<file path="src/common/rc_pkg.sv">
// Constants shared by the reference clock output generator
`default_nettype none
package rc_pkg;
    localparam int unsigned ADDR_W = 12;
    localparam int unsigned REG_W = 16;
    localparam logic [11:0] CTRL_OFS = 12'h000;
    localparam logic [11:0] DIV_OFS = 12'h004;
    localparam logic [11:0] TRIM_OFS = 12'h008;
    localparam logic [15:0] CTRL_RST = 16'h0000;
    localparam logic [15:0] DIV_RST = 16'h0000;
    localparam logic [15:0] TRIM_RST = 16'h0000;
    localparam int unsigned EN_BIT = 15;
    localparam int unsigned IDLE_BIT = 13;
    localparam int unsigned PIN_BIT = 12;
    localparam int unsigned SLEEP_BIT = 11;
    localparam int unsigned SW_BIT = 9;
    localparam int unsigned ACT_BIT = 8;
    localparam int unsigned SEL_LSB = 0;
    localparam int unsigned SEL_W = 4;
    localparam int unsigned DIV_LSB = 0;
    localparam int unsigned DIV_W = 15;
    localparam int unsigned TRIM_LSB = 7;
    localparam int unsigned TRIM_W = 9;
    localparam int unsigned NUM_SRC = 8;
    localparam logic [3:0] SRC_SYSOSC = 4'h0;
    localparam logic [3:0] SRC_PERIPH = 4'h1;
    localparam logic [3:0] SRC_PRIMARY_OSC = 4'h2;
    localparam logic [3:0] SRC_FRC = 4'h3;
    localparam logic [3:0] SRC_LOW_POWER_RC_OSC = 4'h4;
    localparam logic [3:0] SRC_SECONDARY_OSC = 4'h5;
    localparam logic [3:0] SRC_PLL = 4'h6;
    localparam logic [3:0] SRC_RSVD = 4'h7;
    localparam logic [3:0] SRC_REFIN = 4'h8;
    localparam logic [2:0] REFIN_IDX = 3'h7;
    localparam logic [2:0] CURRENT_SYSTEM_OSC_FRCPLL = 3'h1;
    localparam logic [2:0] CURRENT_SYSTEM_OSC_PRIPLL = 3'h3;
endpackage
`default_nettype wire

</file>
<file path="src/hdl/level_sync.sv">
// Three-stage synchroniser whose output moves once two stages agree
`timescale 1ns/1ps
`default_nettype none
module level_sync #(
    parameter int unsigned WIDTH = 8
)(
    input wire logic clk,
    input wire logic resetn,
    input wire logic [WIDTH-1:0] async_in,
    output logic [WIDTH-1:0] level_r
);
    logic [WIDTH-1:0] stage1_r;
    logic [WIDTH-1:0] stage2_r;
    logic [WIDTH-1:0] stage3_r;

    always_ff @(posedge clk or negedge resetn)
    begin
        if (!resetn)
        begin
            stage1_r <= '0;
            stage2_r <= '0;
            stage3_r <= '0;
        end
        else
        begin
            stage1_r <= async_in;
            stage2_r <= stage1_r;
            stage3_r <= stage2_r;
        end
    end

    // Per bit: follow when stages two and three agree, else hold
    always_ff @(posedge clk or negedge resetn)
    begin
        if (!resetn)
        begin
            level_r <= '0;
        end
        else
        begin
            level_r <= (stage2_r & stage3_r) | (level_r & (stage2_r | stage3_r));
        end
    end
endmodule
`default_nettype wire

</file>
<file path="src/hdl/reference_clock_output_generator.sv">
// Reference clock output generator: APB registers, source mux, fractional divider
//
// The APB interface to the registers and the register addresses are this design's own decisions.
`timescale 1ns/1ps
`default_nettype none
// Behaviour
// - Enable bit 15 of control starts the generator; clearing it stops it.
// - Output frequency is input over twice (divisor plus trim/512).
// - Divisor zero passes the selected source through undivided.
// - Divisor is 15 bits at 14..0; value n divides by 2n.
// - Trim is 9 bits at 15..7, trim bit 0 at 15; step 1/512.
// - Software waits switch bit low, writes values, sets it, waits clear.
// - Switch bit stays high until new divisor and trim take effect.
// - Four-bit source select at 3..0 picks one of eight sources.
// - Select zero follows the system clock, tracking its switches.
// - Sleep output needs run-in-sleep set and a source alive in sleep.
// - Pin drive bit 12 gates the clock onto the pin.
// - Read-only active bit 8 shows activity, clears after disable.
// - PLL serves the output when not system clock; its input per config.
// - Fixed oscillator/2 output has its own enable.
// - Unimplemented register bits ignore writes and read zero.
module reference_clock_output_generator #(
    parameter int unsigned ADDR_W = rc_pkg::ADDR_W
)(
    input wire logic clk,
    input wire logic resetn,
    input wire logic [ADDR_W-1:0] paddr,
    input wire logic psel,
    input wire logic penable,
    input wire logic pwrite,
    input wire logic [31:0] pwdata,
    output logic [31:0] prdata,
    output logic pready,
    output logic pslverr,
    input wire logic sys_osc_clk,
    input wire logic periph_clk,
    input wire logic primary_osc,
    input wire logic fast_internal_rc,
    input wire logic low_power_rc_osc,
    input wire logic secondary_osc,
    input wire logic pll_clk,
    input wire logic reference_input_pin,
    input wire logic [2:0] current_system_osc,
    input wire logic pll_source_config,
    input wire logic fixed_clock_out_config,
    input wire logic idle_mode,
    input wire logic sleep_mode,
    input wire logic source_sleep_ok,
    output logic reference_clock_out,
    output logic refclk_pin_oe,
    output logic fixed_clock_out,
    output logic pll_free_for_ref,
    output logic pll_in_from_primary_osc
);
    localparam int unsigned DIV_W = rc_pkg::DIV_W;
    localparam int unsigned TRIM_W = rc_pkg::TRIM_W;
    localparam int unsigned CNT_W = DIV_W + 1;

    logic gen_enable_r;
    logic stop_in_idle_r;
    logic pin_drive_enable_r;
    logic run_in_sleep_r;
    logic divider_switch_request_r;
    logic gen_active_status_r;
    logic [rc_pkg::SEL_W-1:0] source_select_r;
    logic [DIV_W-1:0] integer_divisor_r;
    logic [TRIM_W-1:0] trim_field_r;
    logic [DIV_W-1:0] div_live_r;
    logic [TRIM_W-1:0] frac_live_r;
    logic [TRIM_W-1:0] fractional_trim;

    logic setup_ph;
    logic access_ph;
    logic addr_ok;
    logic wr_ctrl;
    logic wr_div;
    logic wr_trim;
    logic [rc_pkg::REG_W-1:0] ctrl_word;
    logic [rc_pkg::REG_W-1:0] read_word;

    logic [rc_pkg::NUM_SRC-1:0] src_lvl;
    logic sel_lvl;
    logic sel_prev_r;
    logic sys_prev_r;
    logic src_rise;
    logic run;
    logic counting;
    logic pass_mode;
    logic gen_out_r;
    logic [CNT_W-1:0] edge_cnt_r;
    logic [CNT_W-1:0] edge_cnt_inc;
    logic [CNT_W-1:0] half_len;
    logic [TRIM_W-1:0] frac_acc_r;
    logic extra_r;
    logic [TRIM_W:0] frac_sum;
    logic half_done;
    logic at_boundary;
    logic load_now;

    // APB decode
    assign setup_ph = psel && !penable;
    assign access_ph = psel && penable && pready;
    assign addr_ok = (paddr == rc_pkg::CTRL_OFS) || (paddr == rc_pkg::DIV_OFS)
        || (paddr == rc_pkg::TRIM_OFS);
    assign wr_ctrl = access_ph && pwrite && (paddr == rc_pkg::CTRL_OFS);
    assign wr_div = access_ph && pwrite && (paddr == rc_pkg::DIV_OFS);
    assign wr_trim = access_ph && pwrite && (paddr == rc_pkg::TRIM_OFS);

    // Control word image, unused positions stay zero
    always_comb
    begin
        ctrl_word = '0;
        ctrl_word[rc_pkg::EN_BIT] = gen_enable_r;
        ctrl_word[rc_pkg::IDLE_BIT] = stop_in_idle_r;
        ctrl_word[rc_pkg::PIN_BIT] = pin_drive_enable_r;
        ctrl_word[rc_pkg::SLEEP_BIT] = run_in_sleep_r;
        ctrl_word[rc_pkg::SW_BIT] = divider_switch_request_r;
        ctrl_word[rc_pkg::ACT_BIT] = gen_active_status_r;
        ctrl_word[rc_pkg::SEL_LSB +: rc_pkg::SEL_W] = source_select_r;
    end

    always_comb
    begin
        read_word = '0;
        if (paddr == rc_pkg::CTRL_OFS)
        begin
            read_word = ctrl_word;
        end
        else if (paddr == rc_pkg::DIV_OFS)
        begin
            read_word[rc_pkg::DIV_LSB +: DIV_W] = integer_divisor_r;
        end
        else if (paddr == rc_pkg::TRIM_OFS)
        begin
            read_word[rc_pkg::TRIM_LSB +: TRIM_W] = trim_field_r;
        end
    end

    // One-cycle access phase; unmapped addresses answer with an error
    always_ff @(posedge clk or negedge resetn)
    begin
        if (!resetn)
        begin
            pready <= 1'b0;
            pslverr <= 1'b0;
            prdata <= 32'h0000_0000;
        end
        else
        begin
            pready <= setup_ph;
            pslverr <= setup_ph && !addr_ok;
            prdata <= (setup_ph && !pwrite) ? {16'h0000, read_word} : 32'h0000_0000;
        end
    end

    // Control register
    always_ff @(posedge clk or negedge resetn)
    begin
        if (!resetn)
        begin
            gen_enable_r <= rc_pkg::CTRL_RST[rc_pkg::EN_BIT];
            stop_in_idle_r <= rc_pkg::CTRL_RST[rc_pkg::IDLE_BIT];
            pin_drive_enable_r <= rc_pkg::CTRL_RST[rc_pkg::PIN_BIT];
            run_in_sleep_r <= rc_pkg::CTRL_RST[rc_pkg::SLEEP_BIT];
            source_select_r <= rc_pkg::CTRL_RST[rc_pkg::SEL_LSB +: rc_pkg::SEL_W];
        end
        else if (wr_ctrl)
        begin
            gen_enable_r <= pwdata[rc_pkg::EN_BIT];
            stop_in_idle_r <= pwdata[rc_pkg::IDLE_BIT];
            pin_drive_enable_r <= pwdata[rc_pkg::PIN_BIT];
            run_in_sleep_r <= pwdata[rc_pkg::SLEEP_BIT];
            source_select_r <= pwdata[rc_pkg::SEL_LSB +: rc_pkg::SEL_W];
        end
    end

    // Switch request: software sets, hardware clears, a new set wins
    always_ff @(posedge clk or negedge resetn)
    begin
        if (!resetn)
        begin
            divider_switch_request_r <= rc_pkg::CTRL_RST[rc_pkg::SW_BIT];
        end
        else if (wr_ctrl && pwdata[rc_pkg::SW_BIT])
        begin
            divider_switch_request_r <= 1'b1;
        end
        else if (load_now)
        begin
            divider_switch_request_r <= 1'b0;
        end
    end

    // Divisor and trim staging registers
    always_ff @(posedge clk or negedge resetn)
    begin
        if (!resetn)
        begin
            integer_divisor_r <= rc_pkg::DIV_RST[rc_pkg::DIV_LSB +: DIV_W];
            trim_field_r <= rc_pkg::TRIM_RST[rc_pkg::TRIM_LSB +: TRIM_W];
        end
        else
        begin
            if (wr_div)
            begin
                integer_divisor_r <= pwdata[rc_pkg::DIV_LSB +: DIV_W];
            end
            if (wr_trim)
            begin
                trim_field_r <= pwdata[rc_pkg::TRIM_LSB +: TRIM_W];
            end
        end
    end

    // Trim bit 0 sits at the top of the field, so reverse it
    always_comb
    begin
        for (int i = 0; i < TRIM_W; i++)
            fractional_trim[i] = trim_field_r[TRIM_W-1-i];
    end

    // Live values change only through the switch handshake
    always_ff @(posedge clk or negedge resetn)
    begin
        if (!resetn)
        begin
            div_live_r <= rc_pkg::DIV_RST[rc_pkg::DIV_LSB +: DIV_W];
            frac_live_r <= '0;
        end
        else if (load_now)
        begin
            div_live_r <= integer_divisor_r;
            frac_live_r <= fractional_trim;
        end
    end

    level_sync #(
        .WIDTH(rc_pkg::NUM_SRC)
    ) u_src_sync (
        .clk(clk),
        .resetn(resetn),
        .async_in({reference_input_pin, pll_clk, secondary_osc, low_power_rc_osc,
            fast_internal_rc, primary_osc, periph_clk, sys_osc_clk}),
        .level_r(src_lvl)
    );

    // Source mux; reserved codes give a silent source
    always_comb
    begin
        sel_lvl = 1'b0;
        if (source_select_r == rc_pkg::SRC_REFIN)
        begin
            sel_lvl = src_lvl[rc_pkg::REFIN_IDX];
        end
        else if (source_select_r < rc_pkg::SRC_RSVD)
        begin
            // Code zero is the live system clock, so it tracks switches
            // Not guarded against changes while active
            sel_lvl = src_lvl[source_select_r[2:0]];
        end
    end

    always_ff @(posedge clk or negedge resetn)
    begin
        if (!resetn)
        begin
            sel_prev_r <= 1'b0;
            sys_prev_r <= 1'b0;
        end
        else
        begin
            sel_prev_r <= sel_lvl;
            sys_prev_r <= src_lvl[0];
        end
    end

    assign src_rise = sel_lvl && !sel_prev_r;

    // Run conditions for enable, idle and sleep
    assign run = gen_enable_r && !(idle_mode && stop_in_idle_r)
        && !(sleep_mode && !(run_in_sleep_r && source_sleep_ok));
    // A high output finishes its half period before stopping
    assign counting = run || gen_out_r;
    assign pass_mode = (div_live_r == '0);

    // Half period is divisor edges plus one when the trim accumulator carries
    assign frac_sum = {1'b0, frac_acc_r} + {1'b0, frac_live_r};
    assign half_len = {1'b0, div_live_r} + {{(CNT_W-1){1'b0}}, extra_r};
    assign edge_cnt_inc = edge_cnt_r + {{(CNT_W-1){1'b0}}, 1'b1};
    assign half_done = !pass_mode && counting && src_rise && (edge_cnt_inc >= half_len);

    // Load only when stopped, or while running when the output is high and about to fall
    always_comb
    begin
        if (!counting)
        begin
            at_boundary = 1'b1;
        end
        else if (pass_mode)
        begin
            at_boundary = gen_out_r && !sel_lvl;
        end
        else
        begin
            at_boundary = gen_out_r && half_done;
        end
    end

    assign load_now = divider_switch_request_r && at_boundary;

    // Generated clock
    always_ff @(posedge clk or negedge resetn)
    begin
        if (!resetn)
        begin
            gen_out_r <= 1'b0;
        end
        else if (pass_mode)
        begin
            gen_out_r <= sel_lvl && counting;
        end
        else if (half_done)
        begin
            gen_out_r <= !gen_out_r && run;
        end
    end

    // Edge counter and fractional accumulator
    always_ff @(posedge clk or negedge resetn)
    begin
        if (!resetn)
        begin
            edge_cnt_r <= '0;
            frac_acc_r <= '0;
            extra_r <= 1'b0;
        end
        else if (load_now || pass_mode || !counting)
        begin
            edge_cnt_r <= '0;
            frac_acc_r <= '0;
            extra_r <= 1'b0;
        end
        else if (half_done)
        begin
            edge_cnt_r <= '0;
            frac_acc_r <= frac_sum[TRIM_W-1:0];
            extra_r <= frac_sum[TRIM_W];
        end
        else if (src_rise)
        begin
            edge_cnt_r <= edge_cnt_inc;
        end
    end

    // Active status lingers until the output has returned low
    always_ff @(posedge clk or negedge resetn)
    begin
        if (!resetn)
        begin
            gen_active_status_r <= rc_pkg::CTRL_RST[rc_pkg::ACT_BIT];
        end
        else
        begin
            gen_active_status_r <= gen_enable_r || gen_out_r;
        end
    end

    // Pin driver
    always_ff @(posedge clk or negedge resetn)
    begin
        if (!resetn)
        begin
            reference_clock_out <= 1'b0;
            refclk_pin_oe <= 1'b0;
        end
        else
        begin
            reference_clock_out <= gen_out_r && pin_drive_enable_r;
            refclk_pin_oe <= pin_drive_enable_r;
        end
    end

    // Fixed half-rate oscillator output
    always_ff @(posedge clk or negedge resetn)
    begin
        if (!resetn)
        begin
            fixed_clock_out <= 1'b0;
        end
        else if (!fixed_clock_out_config)
        begin
            fixed_clock_out <= 1'b0;
        end
        else if (src_lvl[0] && !sys_prev_r)
        begin
            fixed_clock_out <= !fixed_clock_out;
        end
    end

    // PLL availability and its input choice
    always_ff @(posedge clk or negedge resetn)
    begin
        if (!resetn)
        begin
            pll_free_for_ref <= 1'b0;
            pll_in_from_primary_osc <= 1'b0;
        end
        else if ((current_system_osc != rc_pkg::CURRENT_SYSTEM_OSC_FRCPLL)
            && (current_system_osc != rc_pkg::CURRENT_SYSTEM_OSC_PRIPLL))
        begin
            pll_free_for_ref <= 1'b1;
            pll_in_from_primary_osc <= pll_source_config;
        end
        else
        begin
            pll_free_for_ref <= 1'b0;
            pll_in_from_primary_osc <= (current_system_osc == rc_pkg::CURRENT_SYSTEM_OSC_PRIPLL);
        end
    end
endmodule
`default_nettype wire

</file>
<file path="config.mk">
export PLATFORM = sky130hd
export DESIGN_NAME = reference_clock_output_generator
export DESIGN_NICKNAME = d
export VERILOG_FILES = /design/src/common/rc_pkg.sv /design/src/hdl/level_sync.sv /design/src/hdl/reference_clock_output_generator.sv
export SDC_FILE = /design/constraint.sdc
export NUM_CORES = 1
export LEC_CHECK = 0
export BUFFER_PORTS_ARGS = -buffer_cell sky130_fd_sc_hd__buf_2
export CORE_MARGIN = 2
export CORE_UTILIZATION = 52
export DETAILED_ROUTE_END_ITERATION = 10
export GPL_ROUTABILITY_DRIVEN = 0
export PLACE_DENSITY = 0.77
export SETUP_SLACK_MARGIN = 0.5
export SYNTH_ARGS = -nofsm -noshare
export SYNTH_HDL_FRONTEND = slang
export SYNTH_SLANG_ARGS = --single-unit
</file>
<file path="constraint.sdc">
create_clock -name clk -period 3.32 [get_ports clk]
set_clock_uncertainty 0.2 [all_clocks]
set_input_delay 0.166 -clock clk [delete_from_list [all_inputs] [get_ports clk]]
set_output_delay 0.166 -clock clk [all_outputs]
set_load 0.01 [all_outputs]
</file>
### Word-level counts from Yosys, hierarchy flattened

Cells that the tools add are included.
W data, S select, Z words.

| word-level totals | value |
|---|---|
| bits in registers | 142 |
| bits of input ports | 65 |
| word-level logic and storage cells | 125 |

| operators by class | value |
|---|---|
| $add $sub $neg | 3 |
| $lt $le $gt $ge | 3 |
| equality and inequality tests | 7 |
| multiplexer cells | 27 |
| bitwise operators | 4 |
| reductions and logical operators | 52 |

Operators with widths:

| cell | count |
|---|---|
| $mux W16 | 5 |
| $logic_and A1 B1 Y1 | 27 |
| $mux W9 | 3 |
| $add A15 B1 Y16 | 1 |
| $add A16 B1 Y16 const B | 1 |
| $and A8 B8 Y8 | 2 |
| $ge A16 B16 Y1 | 1 |
| $mux W1 | 16 |
| $or A8 B8 Y8 | 2 |
| $logic_not A15 Y1 | 1 |
| $logic_not A1 Y1 | 13 |
| $eq A12 B3 Y1 const B | 1 |
| $eq A12 B4 Y1 const B | 1 |
| $logic_not A12 Y1 | 1 |
| $add A9 B9 Y10 | 1 |
| $mux W8 | 1 |
| $mux W7 | 1 |
| $logic_or A1 B1 Y1 | 6 |
| $reduce_bool A2 Y1 | 3 |
| $eq A4 B4 Y1 const B | 1 |
| $lt A3 B4 Y1 const B | 1 |
| $lt A4 B3 Y1 const B | 1 |
| $bmux W1 S3 | 1 |
| $eq A3 B2 Y1 const B | 1 |
| 4 further kinds | 4 |

### Longest topological paths before layout

Gate-level depths: netlist of the first run.

| logic depth | value |
|---|---|
| depth in word-level cells | 16 |
| gate-level depth with buffers | 16 |
| depth with buffers taken out | 14 |

### Cells and area by module

Synthesis of the first run repeated with hierarchy kept, for this count alone.

| unflattened totals | value |
|---|---|
| cells, all modules | 558 |
| area total of the unflattened synthesis | 6,708.9 um^2 |

By module, submodules not included:

| module | instances | cells an instance | area each (um^2) |
|---|---|---|---|
| reference_clock_output_generator | 1 | 518 | 5,818.1 |
| level_sync | 1 | 40 | 890.9 |

### Worst setup path before layout of the first run

Ideal clock, no wire load.

| timing path | value |
|---|---|
| kind | reg-to-reg |
| start point | register edge_cnt_r[0] |
| end point | register extra_r |
| library setup time | 0.070 ns |
| data arrival time | 3.240 ns |
| setup slack | -0.190 ns |
| stages on the path, launching flop included | 15 |
| buffers on the path | 2 |
| clock period less this slack | 3.510 ns |
| cells stage by stage | dfrtp_1 ha_1 inv_1 nor3_1 nand3_1 xnor2_1 ha_1 a21oi_1 a211oi_1 a211oi_1 o21a_1 buf_1 nand2b_1 clkbuf_2 a32o_1 |

| between the ends | value |
|---|---|
| longest elaborated chain between the ends | 10 |

RTL lines:

| element | RTL line | text |
|---|---|---|
| start: declaration | reference_clock_output_generator.sv:90 | `logic [CNT_W-1:0] edge_cnt_r;` |
| start signal: assignment | reference_clock_output_generator.sv:351 | `edge_cnt_r <= edge_cnt_inc;` |
| $add A16 B1 Y16 (*) | reference_clock_output_generator.sv:289 | `assign edge_cnt_inc = edge_cnt_r + {{(CNT_W-1){1'b0}}, 1'b1};` |
| $ge A16 B16 Y1 (*) | reference_clock_output_generator.sv:290 | `assign half_done = !pass_mode && counting && src_rise && (edge_cnt_inc >= half_len);` |
| $logic_and A1 B1 Y1 (*) | reference_clock_output_generator.sv:290 |  |
| $logic_and A1 B1 Y1 | reference_clock_output_generator.sv:305 | `at_boundary = gen_out_r && half_done;` |
| $mux W1 | reference_clock_output_generator.sv:299 | `else if (pass_mode)` |
| $mux W1 | reference_clock_output_generator.sv:295 | `if (!counting)` |
| $logic_and A1 B1 Y1 | reference_clock_output_generator.sv:309 | `assign load_now = divider_switch_request_r && at_boundary;` |
| $logic_or A1 B1 Y1 (2 in series) | reference_clock_output_generator.sv:337 | `else if (load_now \|\| pass_mode \|\| !counting)` |
| $mux W1 or $reduce_bool A2 Y1 (tied branches) | - |  |
| end signal: assignment | reference_clock_output_generator.sv:347 | `extra_r <= frac_sum[TRIM_W];` |
| end: declaration | reference_clock_output_generator.sv:94 | `logic extra_r;` |

Every way passes the cells marked *; elsewhere a longest branch is shown, timed or not.
A chain may end at the register's enable or synchronous reset.

### Worst setup path after layout of the first run

| timing path | value |
|---|---|
| start point | register extra_r |
| end point | register frac_live_r[6] |

| between the ends | value |
|---|---|
| longest elaborated chain between the ends | 7 |

RTL lines:

| element | RTL line | text |
|---|---|---|
| $add A15 B1 Y16 | reference_clock_output_generator.sv:288 | `assign half_len = {1'b0, div_live_r} + {{(CNT_W-1){1'b0}}, extra_r};` |
| $ge A16 B16 Y1 | reference_clock_output_generator.sv:290 |  |
| $logic_and A1 B1 Y1 | reference_clock_output_generator.sv:290 |  |
| $logic_and A1 B1 Y1 | reference_clock_output_generator.sv:305 |  |
| $mux W1 | reference_clock_output_generator.sv:299 |  |
| $mux W1 | reference_clock_output_generator.sv:295 |  |
| $logic_and A1 B1 Y1 | reference_clock_output_generator.sv:309 |  |
| end signal: assignment | reference_clock_output_generator.sv:233 | `frac_live_r <= fractional_trim;` |
| end: declaration | reference_clock_output_generator.sv:69 | `logic [TRIM_W-1:0] frac_live_r;` |

Every way passes these cells.

==> metrics.md, run 1 <==
| Metric | Value |
|---|---|
| Delay of the slowest critical-path stage | `0.42 ns` |
| Period minus WS final | `3.62 ns` |
| Cells after DPL | `833` |
| Core area | `13100 sq um` |
| RSZ-0062 raised after global routing | `yes` |
| Synth area leaders | `dfrtp_1 (52%), mux2_2 (6.4%), ha_1 (5.1%)` |
| Global-route wire length before repair | `28700 microns` |
| Clock slew at reported path FFs | `0.06 ns` |
| Via Count | `5349` |
| Hold slack final | `0.0865 ns` |
| Worst path slowest cell | `dfrtp_1` |
| Top_reg_cell synth | `dfrtp_1` |
| Hold WC Path Type | `input pin to register` |
| Worst EP required | `3.44 ns` |
| Critical Path End Type | `register` |
| Compound-Gate Fraction of Synth Area | `9.90%` |
| Final instance area | `9130 sq um` |
| Antenna violations before repair | `0` |
| Slew Viols, Final | `0` |
| Worst IR Drop VDD | `528 uV` |
| Synth top area share | `51.6%` |
| Setup CP Type | `register to register` |
| Vias per cell | `5.77` |
| Total Routed Length | `18700 microns` |
| Die H | `119 microns` |
| Synth cell count leaders | `dfrtp_1 (142), mux2_2 (39), nor2_1 (38), ha_1 (28), nand3_1 (22)` |
| Post-synthesis mux area share | `12.7%` |
| Port Buf Inserts | `71` |
| Fraction of layout cells with a size suffix above 1 | `36.8%` |
| Routed len/inst | `20.1 microns` |
| Initial Utilization | `52.6%` |
| Multi-input gate area | `3330 sq um` |
| Post-synthesis cell area | `6890 sq um` |
| Count leader, synth | `dfrtp_1` |
| DP HPWL | `10700 microns` |
| Yosys warnings | `0` |
| GRT overflow | `0` |
| Die Width | `119 microns` |
| Worst EP arrival | `3.74 ns` |
| Final Cycle Share | `109%` |
| Worst Tran Pin Value | `1.23 ns` |
| Fill cells | `817` |
| FF+latch area | `3550 sq um` |
| Largest fanout on the critical path | `4` |
| Clock Sinks | `142` |
| Setup WS post-layout | `-0.302 ns` |
| Crit path max-delay family | `simple AND/OR/NAND/NOR gates` |
| Final hold violation count | `0` |
| Cell Area, Placed | `7720 sq um` |
| Worst path bufs/invs | `2` |
| Cell mode on critical path | `nand4_1` |
| IO Pins | `104` |
| Status | `finished, violations left` |
| Largest net degree at the start of global routing | `85` |
| Area leader, netlist | `dfrtp_1` |
| Drt drc | `0` |
| Worst path cell trace | `ha_4 -> nand4_1 -> nor2_2 -> and4_4 -> nand4_1 -> xor2_1 -> ha_1 -> nand4_1 -> nor2_1 -> nand3_1 -> o21a_2 -> o31ai_4 -> buf_6 -> clkbuf_16 -> mux2_4` |
| Cells after synthesis | `560` |
| EDFF count, synth | `0` |
| Clock root cell | `clkbuf_16` |
| Clock buffer depth | `2` |
| Register area share after synthesis | `51.6%` |
| Total Power | `3970 uW` |
| FMAX | `0.276 GHz` |
| Async SR Flop Fraction | `100%` |
| Clk_lat worst skew | `0.44 ns` |
| Startpoint Class | `register` |
| Post-Synth Adder-Cell Area | `6.54%` |
| Post-synthesis area per instance | `12.3 sq um` |
| Simple-gate area share of the yosys netlist | `11.5%` |
| ANT cells | `0` |
| XOR/XNOR Fraction of Synth Area | `4.07%` |
| Row cnt | `42` |
| Finished Layout Cells | `927` |
| LEAKAGE | `0.00437 uW` |
| GRT Util Overall | `26.2%` |
| H-tree levels | `4` |
| Setup violators final | `51` |
| Max-slew headroom at the worst pin | `17.9%` |
| Number of global-route vias before repair | `5605` |
| Main combinational cell family by area after synthesis | `multiplexers` |
| Failing checks | `setup timing` |
| Post-route antenna net violation count | `0` |
| DRT iter0 DRCs | `370` |
| CTS tree | `built` |
| Pwr/cell area | `435 nW/um^2` |
| Synth cell types | `60` |
| Drt pass-1 iters | `5` |
| Max-Cap Viols | `0` |
| Pre-CTS setup slack | `-0.175 ns` |
| Nets | `832` |
| Die footprint | `14200 sq um` |
| FF+latch count, synth | `142` |
| CTS Buf Count | `17` |
| Synth-to-Final Area Change | `32.6%` |
==> worst reg2reg max path: cells and delay by family, from the launching register on <==
family,cells,cell delay (ns)
AO/OA/AOI/OAI,2,0.50
buffers and inverters,2,0.32
AND/OR/NAND/NOR,7,1.12
adder cells (fa/ha/maj),2,0.48
multiplexers,1,0.29
XOR/XNOR,1,0.17
flip-flops,1,0.42
==> power by group <==
group / internal (uW) / leakage, uW / total [uW] / switching (uW)
Clock: 1150 / 0.000289 / 1960 / 810
Combinational: 101 / 0.00220 / 225 / 124
Sequential: 1760 / 0.00189 / 1790 / 21.0
==> repair_timing <==
item / in CTS / in global routing
resized for setup: 30 / 16
gates cloned: 4 / 1
buffers inserted: 13 / 11
hold endpoints to repair: 134 / 0
endpoints found under the setup margin: 52 / 52
hold buffers: 33 / 0
pin swaps: 23 / 20
==> registers in the layout, summed over array words and instances, names as in the netlist, 9 cells and up <==
name	flops
frac_live_r	9
edge_cnt_r	16
frac_acc_r	9
prdata	16
integer_divisor_r	15
div_live_r	15
trim_field_r	9
==> metrics by stage <==
step	utilization [%]	setup TNS (ns)
finish	69.8	-11.25
global route	69.8	-18.49
CTS	68.5	-3.92
detailed placement	59.0	-4.57
global placement	59.0	-0.858
floorplan	-	0
==> layout by cell type (no fill, tap or decap), drive strengths merged, types with 3 or more instances in the layout <==
cell         Yosys  routed
a2111oi          6       6
a211oi           5       5
a21o             5       5
a21oi           16      16
a22o             9       9
a22oi            4       4
a31o             3       3
a32o             9       9
and2             7       7
and3             3       3
and4             3       3
buf             23     141
clkbuf           8      19
clkinvlp         0       3
conb             1      16
dfrtp          142     142
dlygate4sd3      0      33
ha              28      28
inv             12      21
maj3             8       8
mux2            59      59
mux2i            9       9
nand2           20      20
nand2b          14      14
nand3           22      22
nand4            7       7
nor2            39      39
nor2b           10      10
nor3             9       9
nor4             9       9
o21a             4       4
o21ai            8       8
or2              3       3
or3              4       4
xnor2           20      20
xor2            12      12
==> routing by layer <==
| metal | vias to the layer above | part of all wire [%] | global-route usage (%) |
|---|---|---|---|
| met2 | 196 | 54 | 46.3 |
| met3 | 46 | 4.5 | 5.80 |
| li1 | 2366 | - | - |
| met4 | 0 | 2.7 | 10.8 |
| met1 | 2741 | 39 | 30.8 |
| met5 | - | 0 | 0 |
==> kinds of logic after synthesis <==
family | after synthesis
mux | 70
flops | 142
other cells | 1
buf+inv | 43
compound gates | 84
simple gates | 151
fa+ha+maj | 37
xor+xnor | 32
==> cell type report <==
type	instances	area share (%)
Clock buffer	18	4.81
Clock inverter	14	1.82
Inverter	12	0.493
Multi-Input combinational cell	390	36.4
Sequential cell	142	38.9
Tap cell	176	2.41
Timing Repair Buffer	175	15.1
==> worst paths after layout <==
path	from	end	slack [ns]	depth (start not counted)
min in group asynchronous	resetn	frac_acc_r[6]	0.19	2
max in group asynchronous	resetn	edge_cnt_r[4]	1.92	3
worst min-delay path	paddr[0]	pslverr	0.09	5
worst min register to register	u_src_sync.stage1_r[4]	u_src_sync.stage2_r[4]	0.15	0
worst max-delay path	extra_r	frac_live_r[6]	-0.30	15
worst max register to register	extra_r	frac_live_r[6]	-0.30	15
No activity file was read; power rests on OpenSTA's default activity.
==> inputs of run 2 (changes only) <==
--- a/config.mk
+++ b/config.mk
@@ -7,10 +7,9 @@
 export LEC_CHECK = 0
 export BUFFER_PORTS_ARGS = -buffer_cell sky130_fd_sc_hd__buf_2
 export CORE_MARGIN = 2
-export CORE_UTILIZATION = 52
+export CORE_UTILIZATION = 43
 export DETAILED_ROUTE_END_ITERATION = 10
 export GPL_ROUTABILITY_DRIVEN = 0
-export PLACE_DENSITY = 0.77
 export SETUP_SLACK_MARGIN = 0.5
 export SYNTH_ARGS = -nofsm -noshare
 export SYNTH_HDL_FRONTEND = slang
==> constraint.sdc (replaced) <==
create_clock -name clk -period 4.4 [get_ports clk]
set_clock_uncertainty 0.2 [all_clocks]
set_input_delay 0.22 -clock clk [delete_from_list [all_inputs] [get_ports clk]]
set_output_delay 0.22 -clock clk [all_outputs]
set_load 0.01 [all_outputs]
==> run 2 against run 1 <==
  * The run now ends clean
  * Die area up 20%
  * Critical path type unchanged
  * Count of clock-buffer cells in the layout down 1
  * Routed wire length down 20%
  * Clock power down 22%
  * Highest routed layer unchanged
  * Via count down 11%
==> metrics.md, run 2 (same netlist as run 1, synthesis figures left out) <==
| Metric | Value |
|---|---|
| Status | `completed` |
| Delay of the slowest critical-path stage | `0.39 ns` |
| Reg-to-reg critical path startpoint | `extra_r` |
| CTS Buf Count | `17` |
| Final Cycle Share | `84.5%` |
| Drt drc | `0` |
| FF+latch area | `3550 sq um` |
| Startpoint Class | `register` |
| Initial Utilization | `43.7%` |
| Vias per cell | `5.23` |
| Worst path slowest cell | `dfrtp_1` |
| Commonest non-fill, non-tap cell in the layout | `dfrtp_1` |
| Max-Cap Viols | `0` |
| Setup violators final | `0` |
| Logic pwr share | `4.8%` |
| Port Buf Inserts | `71` |
| Clock root cell | `clkbuf_16` |
| Fill cells | `1330` |
| Final TNS setup | `0 ns` |
| Hold WC Path Type | `input pin to register` |
| Pre-CTS setup slack | `0.427 ns` |
| Worst EP required | `4.51 ns` |
| GRT Util Overall | `18.4%` |
| Biggest regs | `edge_cnt_r: 16 flops, prdata: 16 flops` |
| RSZ-0062 raised after global routing | `no` |
| Via Count | `4754` |
| DRT iter0 DRCs | `238` |
| Max-slew headroom at the worst pin | `13.3%` |
| Cells after DPL | `839` |
| Hold path startpoint | `paddr[3]` |
| Die Width | `131 microns` |
| Clock Sinks | `142` |
| CTS tree | `built` |
| DP HPWL | `10100 microns` |
| Finished Layout Cells | `909` |
| Clock Power Share | `50.5%` |
| Routed len/inst | `16.3 microns` |
| Period minus WS final | `3.72 ns` |
| Final hold violation count | `0` |
| Number of global-route vias before repair | `4776` |
| Largest net degree at the start of global routing | `74` |
| Worst EP arrival | `3.82 ns` |
| Die H | `131 microns` |
| Post-route antenna net violation count | `0` |
| Setup WS post-layout | `0.682 ns` |
| Most frequent cells in the layout | `dfrtp_1 (141), buf_2 (70), mux2_2 (39)` |
| Reg power frac | `44.7%` |
| Total Routed Length | `14800 microns` |
| GRT overflow | `0` |
| Die footprint | `17000 sq um` |
| Setup CP Type | `register to register` |
| Fraction of layout cells with a size suffix above 1 | `29.3%` |
| Pwr/cell area | `355 nW/um^2` |
| Cell mode on critical path | `ha_1` |
| Clock slew at reported path FFs | `0.06 ns` |
| Core area | `15800 sq um` |
| Largest fanout on the critical path | `9` |
| Worst path cell trace | `ha_1 -> ha_1 -> nand3_1 -> nor2_2 -> nand4_1 -> nor2_1 -> xnor2_1 -> ha_1 -> nand4_1 -> nor2_1 -> nand3_1 -> o21a_2 -> o31ai_4 -> buf_4 -> clkbuf_16 -> mux2_4` |
| Global-route wire length before repair | `24000 microns` |
| Crit path from | `extra_r` |
| FMAX | `0.269 GHz` |
| Clock buffer depth | `2` |
| Antenna violations before repair | `0` |
| Nets | `774` |
| Critical Path End Type | `register` |
| Total Power | `3020 uW` |
| Worst IR Drop VDD | `262 uV` |
| Internal power | `2310 uW` |
| Multi-input gate area | `3170 sq um` |
| Clk_lat worst skew | `0.42 ns` |
| Row cnt | `46` |
| IO Pins | `104` |
| H-tree levels | `4` |
| Drt pass-1 iters | `4` |
| ANT cells | `0` |
| Synth-to-Final Area Change | `23.2%` |
| LEAKAGE | `0.00402 uW` |
| Slew Viols, Final | `0` |
| Net Switching | `707 uW` |
| Worst Tran Pin Value | `1.30 ns` |
| Fraction of power spent switching nets | `23.5%` |
run 2: layout make-up:
cell class                 count  area share (%)
timing repair buffer         117            9.63
sequential                   142            41.9
multi-input combinational    390            37.4
inverter                      12           0.531
clock inverter                15            2.33
clock buffer                  17            5.01
tap                          216            3.19
run 2: final timing paths:
kind	endpoint	slack (ns)	cells past startpoint
worst max-delay path	frac_live_r[4]	0.68	16
worst min-delay path	pslverr	0.03	3
worst max register to register	frac_live_r[4]	0.68	16
worst min register to register	u_src_sync.stage2_r[0]	0.15	0
max in group asynchronous	frac_acc_r[8]	2.89	3
min in group asynchronous	source_select_r[3]	0.19	2
run 2: stage by stage:
stage          hold WS, ns  utilization (%)  area (sq um)
2_1_floorplan       -0.276                -          6950
3_3_place_gp        0.0695             47.2          7450
3_5_place_dp        0.0769             47.2          7450
4_1_cts            0.00755             53.2          8400
5_1_grt             0.0435             53.8          8480
6_report            0.0295             53.8          8480
run 2: timing repair:
action,in CTS,in global routing
setup endpoints to repair,12,29
endpoints found under the hold margin,117,0
cloned,0,1
pin swaps,0,2
setup buffers,0,5
resized for setup,2,7
hold buffers,32,0
run 2: routing by layer:
layer | part of all wire (%) | wire length (microns) | GRT usage [%]
met5 | 0 | 0 | 0
met4 | 1.5 | 225 | 6.70
met1 | 46 | 6780 | 24.4
met2 | 49 | 7260 | 29.8
met3 | 4.0 | 587 | 4.07
run 2: power groups by stage:
| stage | Clock, uW | Combinational, uW | Sequential (uW) |
|---|---|---|---|
| final | 1520 | 143 | 1350 |
| after floorplan | 0 | 63.7 | 1370 |
| after CTS | 1560 | 146 | 1350 |
| after global placement | 0 | 119 | 1370 |
| after detailed placement | 0 | 123 | 1370 |
| after global routing | 1610 | 159 | 1350 |
run 2: worst max-delay path: cells and delay by family, from the launching register on:
family / cells / cell delay (ns)
muxes: 1 / 0.30
xor gates and xnor gates: 1 / 0.10
AOI/OAI and AO/OA: 2 / 0.47
adders and majority gates: 3 / 0.71
DFF: 1 / 0.39
buffers and inverters: 2 / 0.36
and+or+nand+nor: 7 / 1.07
